[config.mk]
export PLATFORM = sky130hd
export DESIGN_NAME = dcp_pwm
export DESIGN_NICKNAME = d
export VERILOG_FILES = /design/src/rtl/dcp_pkg.sv /design/src/rtl/dcp_pwm.sv /design/src/rtl/dcp_scaler.sv
export SDC_FILE = /design/constraint.sdc
export NUM_CORES = 1
export LEC_CHECK = 0
export ABC_CLOCK_PERIOD_IN_PS = 5600
export BUFFER_PORTS_ARGS = -buffer_cell sky130_fd_sc_hd__buf_2
export CORE_AREA = 2 2 144 146
export CTS_BUF_LIST = sky130_fd_sc_hd__clkbuf_16
export DETAILED_ROUTE_END_ITERATION = 7
export DIE_AREA = 0 0 146 148
export GPL_ROUTABILITY_DRIVEN = 0
export PLACE_DENSITY = 0.77
export RECOVER_POWER = 100
export SYNTH_ARGS = -nofsm -noshare
export SYNTH_HDL_FRONTEND = slang
export SYNTH_SLANG_ARGS = --single-unit
[constraint.sdc]
create_clock -name aclk -period 5.6 [get_ports aclk]
set_input_delay 1.68 -clock aclk [delete_from_list [all_inputs] [get_ports aclk]]
set_output_delay 1.68 -clock aclk [all_outputs]
set_load 0.03 [all_outputs]
[src/rtl/dcp_pkg.sv]
// Purpose: Constants for the dual channel 8-bit pulse width modulator
// Assumes: AXI4-Lite register access, one word per register
// Notes:   Register index times four is the byte address
//
// What this block does
// RULE_01 - Polarity one starts high, zero starts low
// RULE_02 - Polarity bits writable at any time
// RULE_03 - Clock select bits writable at any time
// RULE_04 - Center align bit selects center aligned wave
// RULE_05 - Software changes alignment only while disabled
// RULE_06 - Clock B is link clock over two-power
// RULE_07 - Clock A is link clock over two-power
// RULE_08 - Prescale select fields writable at any time
// RULE_09 - Clock SA is clock A over scale, halved
// RULE_10 - Scale A zero means 256
// RULE_11 - Clock SB likewise from clock B, zero 256
// RULE_12 - Scale write reloads that scaler down counter
// RULE_13 - Own 8-bit counter per channel, reads harmless
// RULE_14 - Left aligned counts zero to period minus one
// RULE_15 - Center aligned counts up to period, down
// RULE_16 - Counter write resets count, direction, loads, output
// RULE_17 - Counter clears at end of effective period
// RULE_18 - Disabled counter holds; enabling resumes from it
// RULE_19 - Enabled period write buffered until period boundary
// RULE_20 - Disabled period write updates buffer and active
// RULE_21 - Period read returns buffered value
// RULE_22 - Period is clock times period, doubled centered
// RULE_23 - Clock select zero base clock, one scaled
// RULE_24 - Waveform starts at next selected clock cycle
package dcp_pkg;
   localparam logic [7:0] REG_CTRL   = 8'h60;
   localparam logic [7:0] REG_PRESC  = 8'h61;
   localparam logic [7:0] REG_SCALEA = 8'h62;
   localparam logic [7:0] REG_SCALEB = 8'h63;
   localparam logic [7:0] REG_CNT0   = 8'h64;
   localparam logic [7:0] REG_CNT1   = 8'h65;
   localparam logic [7:0] REG_PER0   = 8'h66;
   localparam logic [7:0] REG_PER1   = 8'h67;
   localparam logic [7:0] REG_DUTY0  = 8'h68;
   localparam logic [7:0] REG_DUTY1  = 8'h69;
   localparam int ADDR_SHIFT   = 2;
   localparam int CTRL_EN_POS  = 0;
   localparam int CTRL_POL_POS = 2;
   localparam int CTRL_CLK_POS = 4;
   localparam int CTRL_CAE_POS = 6;
   localparam int PRESC_A_POS  = 0;
   localparam int PRESC_B_POS  = 4;
   localparam logic [7:0] RESET_BYTE = 8'h00;
   localparam logic [6:0] PRESC_RESET = 7'h00;
   localparam logic [1:0] RESP_OKAY   = 2'b00;
   localparam logic [1:0] RESP_SLVERR = 2'b10;
endpackage

[src/rtl/dcp_pwm.sv]
// Purpose: Dual channel 8-bit pulse width modulator with AXI4-Lite slave
// Assumes: One clock aclk used as the link clock; single outstanding transfers
// Notes:   Channel clocks are enables derived from aclk
//
// Chosen here: the AXI4-Lite slave port.
`timescale 1ns/10ps
module dcp_pwm (
   input  wire logic        aclk,
   input  wire logic        aresetn,
   input  wire logic [31:0] s_axi_awaddr,
   input  wire logic        s_axi_awvalid,
   output logic             s_axi_awready,
   input  wire logic [31:0] s_axi_wdata,
   input  wire logic [3:0]  s_axi_wstrb,
   input  wire logic        s_axi_wvalid,
   output logic             s_axi_wready,
   output logic [1:0]       s_axi_bresp,
   output logic             s_axi_bvalid,
   input  wire logic        s_axi_bready,
   input  wire logic [31:0] s_axi_araddr,
   input  wire logic        s_axi_arvalid,
   output logic             s_axi_arready,
   output logic [31:0]      s_axi_rdata,
   output logic [1:0]       s_axi_rresp,
   output logic             s_axi_rvalid,
   input  wire logic        s_axi_rready,
   output logic             wave_out_ch0,
   output logic             wave_out_ch1
);
   // ------------------------------------------------------------------
   // State
   // ------------------------------------------------------------------
   typedef struct packed {
      logic [31:0] awaddr;
      logic        aw_have;
      logic [7:0]  wdata;
      logic        w_lane0;
      logic        w_have;
      logic        bvalid;
      logic [1:0]  bresp;
      logic        rvalid;
      logic [1:0]  rresp;
      logic [31:0] rdata;
      logic [7:0]  ctrl;
      logic [6:0]  presc;
      logic [7:0]  scale_a;
      logic [7:0]  scale_b;
      logic [6:0]  pre_cnt;
      logic [1:0][7:0] cnt;
      logic [1:0]  down;
      logic [1:0][7:0] per_buf;
      logic [1:0][7:0] per_act;
      logic [1:0][7:0] duty_buf;
      logic [1:0][7:0] duty_act;
      logic [1:0]  wave;
      logic [1:0]  run;
   } dcp_state_type;

   dcp_state_type s_q, s_d;
   logic [1:0]  base_tick;
   logic [1:0]  scaled_tick;
   logic [1:0][7:0] scale_in;
   logic [1:0]  ch_tick;
   logic        wr_fire;
   logic [7:0]  wr_idx;
   logic        wr_ok;
   logic [7:0]  rd_idx;
   logic        scl_a_wr;
   logic        scl_b_wr;
   logic        ch_en;
   logic        pol;
   logic        cae;
   logic        cnt_wr;
   logic        per_wr;
   logic        duty_wr;
   logic        at_end;
   logic [7:0]  nxt;

   function automatic logic [7:0] reg_index(input logic [31:0] addr);
      reg_index = addr[9:2];
   endfunction

   function automatic logic mapped(input logic [7:0] idx);
      mapped = (idx >= dcp_pkg::REG_CTRL) && (idx <= dcp_pkg::REG_DUTY1);
   endfunction

   function automatic logic pre_tick(input logic [6:0] cnt, input logic [2:0] sel);
      logic [6:0] mask;
      mask     = 7'h7f >> (3'h7 - sel);
      pre_tick = (cnt & mask) == mask;
   endfunction

   // ------------------------------------------------------------------
   // Scalers
   // ------------------------------------------------------------------
   assign wr_idx   = reg_index(s_q.awaddr);
   assign wr_fire  = s_q.aw_have && s_q.w_have && !s_q.bvalid;
   assign wr_ok    = wr_fire && mapped(wr_idx) && s_q.w_lane0;
   assign scl_a_wr = wr_ok && (wr_idx == dcp_pkg::REG_SCALEA);
   assign scl_b_wr = wr_ok && (wr_idx == dcp_pkg::REG_SCALEB);
   assign rd_idx   = reg_index(s_axi_araddr);
   assign scale_in = {scl_b_wr ? s_q.wdata : s_q.scale_b,     // see RULE_12
                      scl_a_wr ? s_q.wdata : s_q.scale_a};

   assign base_tick[0] = pre_tick(s_q.pre_cnt, s_q.presc[dcp_pkg::PRESC_A_POS +: 3]); // see RULE_07
   assign base_tick[1] = pre_tick(s_q.pre_cnt, s_q.presc[dcp_pkg::PRESC_B_POS +: 3]); // see RULE_06

   dcp_scaler u_scale_a (
      .aclk        (aclk),
      .aresetn     (aresetn),
      .base_tick   (base_tick[0]),
      .scale_value (scale_in[0]),
      .reload      (scl_a_wr),
      .scaled_tick (scaled_tick[0])
   );

   dcp_scaler u_scale_b (
      .aclk        (aclk),
      .aresetn     (aresetn),
      .base_tick   (base_tick[1]),
      .scale_value (scale_in[1]),
      .reload      (scl_b_wr),
      .scaled_tick (scaled_tick[1])
   );

   // ------------------------------------------------------------------
   // Next state
   // ------------------------------------------------------------------
   always_comb begin
      s_d     = s_q;
      ch_tick = '0;
      ch_en   = 1'b0;
      pol     = 1'b0;
      cae     = 1'b0;
      cnt_wr  = 1'b0;
      per_wr  = 1'b0;
      duty_wr = 1'b0;
      at_end  = 1'b0;
      nxt     = 8'h00;
      // Bus slave
      if (s_axi_awvalid && !s_q.aw_have) begin
         s_d.awaddr  = s_axi_awaddr;
         s_d.aw_have = 1'b1;
      end
      if (s_axi_wvalid && !s_q.w_have) begin
         s_d.wdata   = s_axi_wdata[7:0];
         s_d.w_lane0 = s_axi_wstrb[0];
         s_d.w_have  = 1'b1;
      end
      if (wr_fire) begin
         s_d.aw_have = 1'b0;
         s_d.w_have  = 1'b0;
         s_d.bvalid  = 1'b1;
         s_d.bresp   = mapped(wr_idx) ? dcp_pkg::RESP_OKAY : dcp_pkg::RESP_SLVERR;
         if (wr_ok) begin
            case (wr_idx)
               dcp_pkg::REG_CTRL:   s_d.ctrl = s_q.wdata;          // see RULE_02, see RULE_03
               dcp_pkg::REG_PRESC:  s_d.presc = {s_q.wdata[6:4], 1'b0, s_q.wdata[2:0]}; // see RULE_08
               dcp_pkg::REG_SCALEA: s_d.scale_a = s_q.wdata;
               dcp_pkg::REG_SCALEB: s_d.scale_b = s_q.wdata;
               default: begin
               end
            endcase
         end
      end
      if (s_q.bvalid && s_axi_bready) begin
         s_d.bvalid = 1'b0;
      end
      if (s_axi_arvalid && !s_q.rvalid) begin
         s_d.rvalid = 1'b1;
         s_d.rresp  = mapped(rd_idx) ? dcp_pkg::RESP_OKAY : dcp_pkg::RESP_SLVERR;
         case (rd_idx)
            dcp_pkg::REG_CTRL:   s_d.rdata = {24'h0, s_q.ctrl};
            dcp_pkg::REG_PRESC:  s_d.rdata = {25'h0, s_q.presc};
            dcp_pkg::REG_SCALEA: s_d.rdata = {24'h0, s_q.scale_a};
            dcp_pkg::REG_SCALEB: s_d.rdata = {24'h0, s_q.scale_b};
            dcp_pkg::REG_CNT0:   s_d.rdata = {24'h0, s_q.cnt[0]};      // see RULE_13
            dcp_pkg::REG_CNT1:   s_d.rdata = {24'h0, s_q.cnt[1]};
            dcp_pkg::REG_PER0:   s_d.rdata = {24'h0, s_q.per_buf[0]};  // see RULE_21
            dcp_pkg::REG_PER1:   s_d.rdata = {24'h0, s_q.per_buf[1]};
            dcp_pkg::REG_DUTY0:  s_d.rdata = {24'h0, s_q.duty_buf[0]};
            dcp_pkg::REG_DUTY1:  s_d.rdata = {24'h0, s_q.duty_buf[1]};
            default:             s_d.rdata = 32'h0;
         endcase
      end else if (s_q.rvalid && s_axi_rready) begin
         s_d.rvalid = 1'b0;
      end
      // Prescaler runs only while a channel is enabled
      if (s_q.ctrl[dcp_pkg::CTRL_EN_POS +: 2] != 2'b00) begin
         s_d.pre_cnt = s_q.pre_cnt + 7'h01;
      end else begin
         s_d.pre_cnt = 7'h00;
      end
      // Channels
      for (int i = 0; i < 2; i++) begin
         ch_en   = s_q.ctrl[dcp_pkg::CTRL_EN_POS + i];
         pol     = s_q.ctrl[dcp_pkg::CTRL_POL_POS + i];
         cae     = s_q.ctrl[dcp_pkg::CTRL_CAE_POS + i];
         ch_tick[i] = s_q.ctrl[dcp_pkg::CTRL_CLK_POS + i] ? scaled_tick[i] : base_tick[i]; // see RULE_23
         cnt_wr  = wr_ok && (wr_idx == dcp_pkg::REG_CNT0 + 8'(i));
         per_wr  = wr_ok && (wr_idx == dcp_pkg::REG_PER0 + 8'(i));
         duty_wr = wr_ok && (wr_idx == dcp_pkg::REG_DUTY0 + 8'(i));
         if (per_wr) begin
            s_d.per_buf[i] = s_q.wdata;
            if (!ch_en) begin
               s_d.per_act[i] = s_q.wdata;                 // see RULE_20
            end
         end
         if (duty_wr) begin
            s_d.duty_buf[i] = s_q.wdata;
            if (!ch_en) begin
               s_d.duty_act[i] = s_q.wdata;
            end
         end
         if (!ch_en) begin
            s_d.run[i]      = 1'b0;
            s_d.per_act[i]  = s_d.per_buf[i];              // see RULE_19
            s_d.duty_act[i] = s_d.duty_buf[i];
         end else if (ch_tick[i]) begin
            s_d.run[i] = 1'b1;                             // see RULE_24
         end
         if (cnt_wr) begin
            s_d.cnt[i]      = 8'h00;                       // see RULE_16
            s_d.down[i]     = 1'b0;
            s_d.per_act[i]  = s_d.per_buf[i];
            s_d.duty_act[i] = s_d.duty_buf[i];
            s_d.wave[i]     = pol;
         end else if (ch_en && ch_tick[i]) begin           // see RULE_18
            if (!cae) begin                                // see RULE_04
               nxt    = s_q.cnt[i] + 8'h01;
               at_end = (nxt >= s_q.per_act[i]);           // see RULE_14
            end else if (!s_q.down[i]) begin
               nxt    = s_q.cnt[i] + 8'h01;
               at_end = 1'b0;
               if (nxt >= s_q.per_act[i]) begin            // see RULE_15
                  s_d.down[i] = 1'b1;
               end
            end else begin
               nxt    = s_q.cnt[i] - 8'h01;
               at_end = (s_q.cnt[i] <= 8'h01);
            end
            if (at_end) begin
               s_d.cnt[i]      = 8'h00;                    // see RULE_17
               s_d.down[i]     = 1'b0;
               s_d.per_act[i]  = s_q.per_buf[i];           // see RULE_19
               s_d.duty_act[i] = s_q.duty_buf[i];
               s_d.wave[i]     = pol;                      // see RULE_01
            end else begin
               s_d.cnt[i] = nxt;                           // see RULE_22
               if (nxt == s_q.duty_act[i]) begin
                  s_d.wave[i] = ~pol;                      // see RULE_01
               end else if (nxt < s_q.duty_act[i]) begin
                  s_d.wave[i] = pol;                       // see RULE_02
               end
            end
         end
      end
   end

   always_ff @(posedge aclk) begin
      if (!aresetn) begin
         s_q <= '0;
      end else begin
         s_q <= s_d;
      end
   end

   // ------------------------------------------------------------------
   // Outputs
   // ------------------------------------------------------------------
   assign s_axi_awready = !s_q.aw_have;
   assign s_axi_wready  = !s_q.w_have;
   assign s_axi_bvalid  = s_q.bvalid;
   assign s_axi_bresp   = s_q.bresp;
   assign s_axi_arready = !s_q.rvalid;
   assign s_axi_rvalid  = s_q.rvalid;
   assign s_axi_rresp   = s_q.rresp;
   assign s_axi_rdata   = s_q.rdata;
   assign wave_out_ch0  = s_q.run[0] ? s_q.wave[0] : s_q.ctrl[dcp_pkg::CTRL_POL_POS];
   assign wave_out_ch1  = s_q.run[1] ? s_q.wave[1] : s_q.ctrl[dcp_pkg::CTRL_POL_POS + 1];

   // ------------------------------------------------------------------
   // Assertions
   // ------------------------------------------------------------------
   a_cnt_hold: assert property (@(posedge aclk) disable iff (!aresetn) // see RULE_18
      !s_q.ctrl[0] && !wr_ok |=> $stable(s_q.cnt[0]))
      else $error("disabled counter moved");
   a_cnt_stay: assert property (@(posedge aclk) disable iff (!aresetn) // see RULE_18
      !s_q.ctrl[1] && !wr_ok |=> $stable(s_q.cnt[1]))
      else $error("disabled counter one moved");
   a_left_bound: assert property (@(posedge aclk) disable iff (!aresetn) // see RULE_14
      !s_q.ctrl[6] && s_q.per_act[0] != 8'h00 && !s_q.down[0] |-> s_q.cnt[0] < s_q.per_act[0]
      || $past(s_q.ctrl[6]) || $past(s_q.per_act[0]) != s_q.per_act[0])
      else $error("left count out of range");
   a_left_step: assert property (@(posedge aclk) disable iff (!aresetn) // see RULE_14
      s_q.ctrl[0] && !s_q.ctrl[6] && ch_tick[0] && !wr_ok && s_q.cnt[0] + 8'h01 < s_q.per_act[0]
      |=> s_q.cnt[0] == $past(s_q.cnt[0]) + 8'h01)
      else $error("left count did not step");
   a_left_wrap: assert property (@(posedge aclk) disable iff (!aresetn) // see RULE_17
      s_q.ctrl[0] && !s_q.ctrl[6] && ch_tick[0] && !wr_ok && s_q.cnt[0] + 8'h01 >= s_q.per_act[0]
      |=> s_q.cnt[0] == 8'h00 && s_q.wave[0] == s_q.ctrl[2])
      else $error("left period did not wrap");
   a_wave_match: assert property (@(posedge aclk) disable iff (!aresetn) // see RULE_01
      s_q.ctrl[0] && !s_q.ctrl[6] && ch_tick[0] && !wr_ok && s_q.cnt[0] + 8'h01 < s_q.per_act[0]
      && s_q.cnt[0] + 8'h01 == s_q.duty_act[0] |=> s_q.wave[0] != s_q.ctrl[2])
      else $error("duty match did not flip");
   a_center_top: assert property (@(posedge aclk) disable iff (!aresetn) // see RULE_15
      s_q.ctrl[1] && s_q.ctrl[7] && ch_tick[1] && !wr_ok && !s_q.down[1]
      && s_q.cnt[1] + 8'h01 >= s_q.per_act[1] |=> s_q.down[1])
      else $error("center count did not turn");
   a_center_end: assert property (@(posedge aclk) disable iff (!aresetn) // see RULE_17
      s_q.ctrl[1] && s_q.ctrl[7] && ch_tick[1] && !wr_ok && s_q.down[1] && s_q.cnt[1] <= 8'h01
      |=> s_q.cnt[1] == 8'h00 && !s_q.down[1])
      else $error("center period did not end");
   a_cnt_write: assert property (@(posedge aclk) disable iff (!aresetn) // see RULE_16
      wr_ok && wr_idx == dcp_pkg::REG_CNT0 |=> s_q.cnt[0] == 8'h00 && !s_q.down[0]
      && s_q.wave[0] == s_q.ctrl[2] && s_q.per_act[0] == s_q.per_buf[0])
      else $error("counter write failed");
   a_per_buffered: assert property (@(posedge aclk) disable iff (!aresetn) // see RULE_19
      wr_ok && wr_idx == dcp_pkg::REG_PER0 && s_q.ctrl[0] && !s_q.ctrl[6]
      && s_q.cnt[0] + 8'h01 < s_q.per_act[0] |=> $stable(s_q.per_act[0]))
      else $error("period not buffered");
   a_per_direct: assert property (@(posedge aclk) disable iff (!aresetn) // see RULE_20
      wr_ok && wr_idx == dcp_pkg::REG_PER1 && !s_q.ctrl[1] |=> s_q.per_act[1] == $past(s_q.wdata))
      else $error("period not direct");
   a_per_read: assert property (@(posedge aclk) disable iff (!aresetn) // see RULE_21
      s_axi_arvalid && !s_q.rvalid && rd_idx == dcp_pkg::REG_PER0
      |=> s_q.rdata[7:0] == $past(s_q.per_buf[0])) else $error("period read wrong");
   a_ctrl_write: assert property (@(posedge aclk) disable iff (!aresetn) // see RULE_02
      wr_ok && wr_idx == dcp_pkg::REG_CTRL |=> s_q.ctrl == $past(s_q.wdata))
      else $error("control write lost");
   a_presc_write: assert property (@(posedge aclk) disable iff (!aresetn) // see RULE_08
      wr_ok && wr_idx == dcp_pkg::REG_PRESC
      |=> s_q.presc == {$past(s_q.wdata[6:4]), 1'b0, $past(s_q.wdata[2:0])})
      else $error("prescale write lost");
   a_pre_a: assert property (@(posedge aclk) disable iff (!aresetn) // see RULE_07
      s_q.presc[2:0] == 3'h1 && base_tick[0] |=> !base_tick[0])
      else $error("prescale A rate wrong");
   a_pre_b: assert property (@(posedge aclk) disable iff (!aresetn) // see RULE_06
      s_q.presc[6:4] == 3'h0 && s_q.ctrl[1:0] != 2'b00 |-> base_tick[1])
      else $error("prescale B rate wrong");
   a_clk_sel: assert property (@(posedge aclk) disable iff (!aresetn) // see RULE_23
      s_q.ctrl[4] |-> ch_tick[0] == scaled_tick[0])
      else $error("clock select wrong");
   a_clk_sel1: assert property (@(posedge aclk) disable iff (!aresetn) // see RULE_23
      !s_q.ctrl[5] |-> ch_tick[1] == base_tick[1])
      else $error("clock select one wrong");
   a_run_start: assert property (@(posedge aclk) disable iff (!aresetn) // see RULE_24
      $rose(s_q.run[1]) |-> $past(ch_tick[1]) && $past(s_q.ctrl[1]))
      else $error("wave started early");
   a_run_start0: assert property (@(posedge aclk) disable iff (!aresetn) // see RULE_24
      $rose(s_q.run[0]) |-> $past(ch_tick[0]) && $past(s_q.ctrl[0]))
      else $error("wave zero started early");
endmodule // dcp_pwm

[src/rtl/dcp_scaler.sv]
// Purpose: Scaled clock enable from a base clock enable
// Assumes: Base enable is a one-cycle pulse per base clock cycle
// Notes:   Output pulse rate is base over twice the scale value
`timescale 1ns/10ps
module dcp_scaler (
   input  wire logic       aclk,
   input  wire logic       aresetn,
   input  wire logic       base_tick,
   input  wire logic [7:0] scale_value,
   input  wire logic       reload,
   output logic            scaled_tick
);
   typedef struct packed {
      logic [7:0] down;
      logic       half;
   } dcp_scl_type;
   dcp_scl_type s_q, s_d;
   logic        hit;

   always_comb begin
      s_d = s_q;
      hit = 1'b0;
      if (reload) begin
         s_d.down = scale_value;                             // see RULE_12
      end else if (base_tick) begin
         if (s_q.down == 8'h01) begin
            s_d.down = scale_value;                          // see RULE_10
            hit      = 1'b1;
            s_d.half = ~s_q.half;                            // see RULE_09
         end else begin
            s_d.down = s_q.down - 8'h01;                     // see RULE_10
         end
      end
   end

   always_ff @(posedge aclk) begin
      if (!aresetn) begin
         s_q <= '0;
      end else begin
         s_q <= s_d;
      end
   end

   assign scaled_tick = hit & s_q.half;                      // see RULE_11

   a_reload_scale: assert property (@(posedge aclk) disable iff (!aresetn) // see RULE_12
      reload |=> s_q.down == $past(scale_value)) else $error("scaler not reloaded");
endmodule // dcp_scaler

**Word level (Yosys, flattened, before mapping)**

Index checks and enable logic that the tools add are counted.

- Output and inout bits: 43
- Bits in registers: 200
- Bits of input ports: 107
- Logic and storage cells: 226

- Reductions and logical operators: 52
- Eq/ne operators: 26
- Muxes and demuxes: 81
- Shift operators: 2
- Add/subtract/negate cells: 9
- Magnitude comparators: 10
- Bitwise gates (word level): 11

Operators by type and width:

| cell | number |
|---|---|
| 8-bit two-way mux | 36 |
| 8-bit by 7-bit == test with 1-bit output, second input constant | 20 |
| 8-bit case mux with 10 select lines | 1 |
| 1-bit two-way mux | 40 |
| 8-bit by 1-bit subtractor with 8-bit output, second input constant | 4 |
| 1-bit logical AND | 21 |
| 9-bit two-way mux | 2 |
| 3-bit AND reduction | 6 |
| 8-bit by 1-bit adder with 8-bit output, second input constant | 2 |
| 8-bit by 1-bit == test with 1-bit output, second input constant | 2 |
| 8-bit == test | 2 |
| 8-bit by 7-bit greater-or-equal comparator with 1-bit output, second input constant | 2 |
| 8-bit greater-or-equal comparator | 2 |
| 8-bit by 1-bit <= comparator with 1-bit output, second input constant | 2 |
| 8-bit by 7-bit <= comparator with 1-bit output, second input constant | 2 |
| 8-bit less-than comparator | 2 |
| 2-bit nonzero test | 8 |
| 7-bit bitwise AND | 2 |
| 7-bit == test | 2 |
| 2-bit AND reduction | 7 |
| 7-bit by 3-bit >> shifter with 7-bit output, first input constant | 2 |
| 4-bit nonzero test | 2 |
| 2-bit OR reduction | 4 |
| 7-bit by 1-bit adder with 7-bit output, second input constant | 1 |
| 5 further kinds | 17 |

**Depth between registers and ports, before layout**

- Depth in word-level cells: 17
- Gate-level depth with buffers: 15
- Gate-level depth less buffers: 13

**Cells and area by module**

Synthesis repeated with hierarchy kept, for this count alone.

- Cells, all modules: 1214
- Area, all modules: 10109.7 um^2

By module, submodules not included:

| module | area an instance (um^2) | times used | seq. area each (um^2) | cells an instance |
|---|---|---|---|---|
| dcp_pwm | 8818.5 | 1 | 3083.0 | 1060 |
| dcp_scaler | 645.6 | 2 | 180.2 | 77 |

**Worst setup path before layout**

OpenSTA, ideal clock, no wires.

- Path kind: flip-flop to flip-flop
- Start: register s_q[80] (netlist name)
- End: register s_q[51] (netlist name)
- Data arrival time: 3.300 ns
- Setup slack: 2.204 ns
- Buffers on the path: 3
- Cell stages (with the launch flop): 14
- Data required time: 5.505 ns
- Cells stage by stage: dfxtp_1 clkbuf_1 nand3_1 nor2_1 xor2_1 ha_1 nand2_1 or4_1 o31ai_1 and2_1 clkbuf_1 clkbuf_1 o31ai_1 a221oi_1

- Longest elaborated chain between the ends: 8
- Elaborated cells on any way between the ends: 10
- Those cells by class: add/sub: 1; order compare: 2; mux: 7

Ends and longest elaborated chain:

| element | RTL line | text |
|---|---|---|
| from (decl) | dcp_pwm.sv:59 | `dcp_state_type s_q, s_d;` |
| from (signal assigned) | dcp_pwm.sv:262 | `s_q <= '0;` |
| from (signal assigned) | dcp_pwm.sv:264 | `s_q <= s_d;` |
| 8-bit by 1-bit adder with 8-bit output or 8-bit by 1-bit <= comparator with 1-bit output (tied branches) | dcp_pwm.sv:230, dcp_pwm.sv:240 |  |
| 8-bit greater-or-equal comparator or 1-bit two-way mux (tied branches) | dcp_pwm.sv:231, dcp_pwm.sv:232 |  |
| 1-bit two-way mux * | dcp_pwm.sv:229 | `if (!cae) begin` |
| 1-bit two-way mux * | dcp_pwm.sv:228 | `end else if (ch_en && ch_tick[i]) begin` |
| 1-bit two-way mux * | dcp_pwm.sv:222 | `if (cnt_wr) begin` |
| 8-bit two-way mux * | dcp_pwm.sv:242 | `if (at_end) begin` |
| 8-bit two-way mux * | dcp_pwm.sv:228 |  |
| 8-bit two-way mux * | dcp_pwm.sv:222 |  |

Mark *: on every way between the ends. The rest lies on a longest branch, timed or not. The select of a mux whose other input is x is not followed.
A chain may end at the register's enable or synchronous reset.

**Worst setup path in the final report**

- Start: register u_scale_a.s_q[3] (netlist name)
- End: register s_q[8] (netlist name)

- Longest elaborated chain between the ends: 9

Ends and longest elaborated chain:

| element | RTL line | text |
|---|---|---|
| from (decl) | dcp_scaler.sv:17 | `dcp_scl_type s_q, s_d;` |
| from (signal assigned) | dcp_scaler.sv:38 | `s_q <= '0;` |
| from (signal assigned) | dcp_scaler.sv:40 | `s_q <= s_d;` |
| 8-bit by 1-bit == test with 1-bit output | dcp_scaler.sv:26 | `if (s_q.down == 8'h01) begin` |
| 1-bit two-way mux | dcp_scaler.sv:26 |  |
| 1-bit two-way mux | dcp_scaler.sv:25 | `end else if (base_tick) begin` |
| 1-bit two-way mux | dcp_scaler.sv:23 | `if (reload) begin` |
| 1-bit bitwise AND | dcp_scaler.sv:44 | `assign scaled_tick = hit & s_q.half;` |
| 1-bit two-way mux | dcp_pwm.sv:199 | `ch_tick[i] = s_q.ctrl[dcp_pkg::CTRL_CLK_POS + i] ? scaled_tick[i] : base_tick[i];` |
| 1-bit logical AND | dcp_pwm.sv:228 |  |
| 8-bit two-way mux | dcp_pwm.sv:228 |  |
| 8-bit two-way mux | dcp_pwm.sv:222 |  |

No other way between the ends.

==> key figures <==
Status
  – Outcome: complete, but fails checks
  – Violated checks: capacitance limit, slew limit

Logic synthesis
  – Total number of yosys warnings: 0
  – Number of distinct library cell variants in the gate-level netlist after synthesis: 74
  – Async SR Flop Fraction: 0
  – Post-synthesis instance area: 9850 um^2
  – Mapped Cells: 1213
  – Average footprint of a synthesized cell: 8.12 um^2
  – Portion of the post-synthesis area used by sequential elements: 0.350
  – Count of state elements after synthesis: 172
  – Number of flops mapped to enable cells by yosys: 0
  – Top FF cell, synth: sky130_fd_sc_hd__dfxtp_1

Clock tree
  – Post-CTS resize count: 0
  – Clk sinks: 172
  – Cell at the root of the clock tree: sky130_fd_sc_hd__clkbuf_16
  – Clock latency on the worst-skew pair: 0.44 ns
  – Max clock buf depth: 2
  – Worst-path clk slew: 0.07 ns
  – Number of clock buffers inserted by TritonCTS: 17
  – Total of hold buffers inserted after clock tree synthesis: 0
  – TritonCTS clock tree: yes
  – Setup bufs post-CTS: 0
  – Number of H-tree levels: 4

Worst setup path
  – Crit path max-delay cell type: sky130_fd_sc_hd__nor4b_1
  – Critical Path RT: 5.93 ns
  – Startpoint-to-endpoint class of the critical path: flop to flop
  – Critical path cell sequence: or4_1 -> nor4b_1 -> a31oi_1 -> or4b_1 -> or3_1 -> o221a_2
  – Type of origin of the critical path: flop
  – Max incr delay on CP: 1.14 ns
  – Top fanout value on the critical path: 16
  – Crit. End Element: flop
  – Crit path DAT: 4.74 ns

Finish
  – Count of antenna diodes in the layout: 0
  – Area Overhead vs Synth: 7.04%
  – Share of layout cells above drive strength 1: 0.0924
  – Area occupied by registers: 3440 um^2
  – Area used by multi-input combinational logic: 5700 um^2
  – Layout fillers: 1926
  – Nets: 1349

STA
  – Fin. max-slew vios: 140
  – Slew at the pin with the worst max-slew slack: 2.02 ns
  – Sum Neg Setup Slack: 0 ns
  – Crit share post-route: 0.789
  – Minimum period implied by the final worst setup slack: 4.42 ns
  – RSZ-0062 raised after global routing: false
  – Clock Skew: 0.00993 ns
  – Worst Hold Margin: 0.466 ns
  – Count of final hold-check violations: 0
  – F_max: 226 MHz
  – Setup-violating endpoint count in the final report: 0
  – Setup slack after layout: 1.18 ns
  – Headroom to the max-slew limit: -0.344

Drt
  – Detailed Routing Iterations Pass 1: 6
  – Routed WL per cell: 18.1 um
  – Via density: 5.92
  – Total vias in the final route: 8780
  – Number of remaining DRC errors: 0
  – 1st-iter DRT viols: 933
  – Routed Antenna Nets: 0
  – Routed Wire Length: 26.8 mm

Floorplanning
  – Row count: 52
  – Total I/O pin count: 150
  – Floorplan die area: 21600 um^2
  – Core footprint: 20000 um^2
  – Height of the die: 148 um
  – Die extent in x: 146 um
  – Starting utilization of the core area: 0.492

GRT
  – Number of antenna violations at the first check in global routing: 0
  – Via count of the first global-routing pass: 8118
  – Aggregate global-route resource usage: 0.248
  – Overflow after GRT: 0
  – First-pass GRT wire length: 42.7 mm
  – Maximum number of pins on one net before global-route repair: 104

Placement
  – HPWL reported at the end of detailed placement: 18.7 mm
  – Post-placement worst setup slack: 2.02 ns
  – Port bufs: 48

Pwr
  – Worst vdd ir: 0.000223 V
  – Leakage power: 3.97 nW
  – Power density over cell area: 284 nW/um^2

Hold path
  – Classification of the worst-slack hold path: flop to flop

Run
  – Max capacitance violation total: 2
-- through the flow --
step | util | total power, mW | area, um^2 | std cells
finish | 0.526 | 2.99 | 10500 | 1482
global route | 0.526 | 3.12 | 10500 | 1482
CTS | 0.529 | 3.01 | 10600 | 1482
detailed placement | 0.501 | 1.87 | 10000 | 1450
global placement | 0.501 | 1.85 | 10000 | 1450
floorplan | - | 1.78 | 9940 | 1238
-- cell usage in the layout, fill, tap and decap left out, types with 28 or more instances in the layout --
master / netlist / final
sky130_fd_sc_hd__nand3_1: 28 / 28
sky130_fd_sc_hd__ha_1: 43 / 43
sky130_fd_sc_hd__buf_2: 2 / 30
sky130_fd_sc_hd__inv_1: 52 / 52
sky130_fd_sc_hd__nand2_1: 124 / 124
sky130_fd_sc_hd__nor2_1: 143 / 143
sky130_fd_sc_hd__a21oi_1: 86 / 86
sky130_fd_sc_hd__dfxtp_1: 172 / 172
sky130_fd_sc_hd__o21ai_0: 61 / 62
sky130_fd_sc_hd__mux2i_1: 57 / 57
-- cell type report --
cell class | instances | area share
flip-flops and latches | 172 | 0.327
clock buffers | 17 | 0.0403
repair buffers | 60 | 0.0282
well taps | 270 | 0.0320
clock inverters | 15 | 0.0131
multi-input cells | 895 | 0.541
inverters | 53 | 0.0190
-- sequential cells by signal, summed over array words and instances, names as in the netlist --
register       cells
u_scale_b.s_q      9
cae                1
s_axi_rresp        1
u_scale_a.s_q      9
s_q              139
s_axi_rdata        8
ch_en              1
s_axi_bvalid       1
pol                1
s_axi_rvalid       1
s_axi_bresp        1
-- synth_stat cells (all sizes together) (4+ instances only) --
master / n / area, um^2
or2: 5 / 31.3
inv: 52 / 195
mux2i: 57 / 571
mux2: 21 / 236
nor2b: 10 / 62.6
ha: 43 / 538
a211o: 7 / 61.3
clkbuf: 71 / 267
nand2b: 9 / 56.3
o21ai: 62 / 310
or3: 12 / 75.1
a21boi: 4 / 30.0
a21oi: 86 / 430
nand3: 28 / 140
a221oi: 15 / 131
buf: 47 / 322
a22oi: 19 / 143
dfxtp: 172 / 3440
and2: 14 / 87.6
nor2: 143 / 537
and3: 5 / 31.3
o21a: 6 / 45.0
nor3: 21 / 105
nand4: 7 / 43.8
nand2: 124 / 465
a31oi: 7 / 43.8
o211ai: 4 / 30.0
nor4: 12 / 87.6
o221a: 11 / 124
nand3b: 14 / 105
xor2: 15 / 131
or4: 5 / 41.3
o22ai: 9 / 56.3
a211oi: 12 / 90.1
o31ai: 14 / 105
xnor2: 18 / 158
-- worst paths after layout --
check / startpoint / end / slack (ns) / cells after the start
max: u_scale_a.s_q[3]$_SDFFE_PN0P_ / s_q[8]$_SDFF_PN0_ / 1.18 / 6
min: s_q[163]$_SDFFE_PN0P_ / s_q[163]$_SDFFE_PN0P_ / 0.47 / 2
max reg2reg: u_scale_a.s_q[3]$_SDFFE_PN0P_ / s_q[8]$_SDFF_PN0_ / 1.18 / 6
min reg2reg: s_q[163]$_SDFFE_PN0P_ / s_q[163]$_SDFFE_PN0P_ / 0.47 / 2
-- power by group --
part           internal [mW]  switching [mW]
Clock                  0.620           0.532
Combinational          0.202           0.272
Sequential              1.28          0.0790
Total                   2.11           0.883
-- kinds of logic (layout without fill, tap and decap cells) --
| group | after synthesis | after routing | synth area share |
|---|---|---|---|
| mux | 81 | 81 | 0.0888 |
| compound gates | 289 | 289 | 0.192 |
| flops | 172 | 172 | 0.350 |
| simple gates | 423 | 423 | 0.205 |
| buf+inv | 171 | 145 | 0.0799 |
| xor+xnor | 33 | 33 | 0.0293 |
| fa+ha+maj | 43 | 43 | 0.0546 |
| other cells | 1 | 26 | 0.000381 |
-- routing by layer --
| layer | vias up | global-route usage | part of all wire |
|---|---|---|---|
| met3 | 51 | 0.0500 | 0.083 |
| met5 | - | 0 | 0 |
| met1 | 4134 | 0.329 | 0.43 |
| li1 | 4224 | - | - |
| met4 | 0 | 0.0942 | 0.026 |
| met2 | 371 | 0.402 | 0.46 |
-- worst max-delay path: cells and delay by family (launching register included) --
family          cells  cell delay (ns)
flops               1             0.35
compound gates      2             0.69
simple gates        4             3.26
No activity file was read; power rests on OpenSTA's default activity.
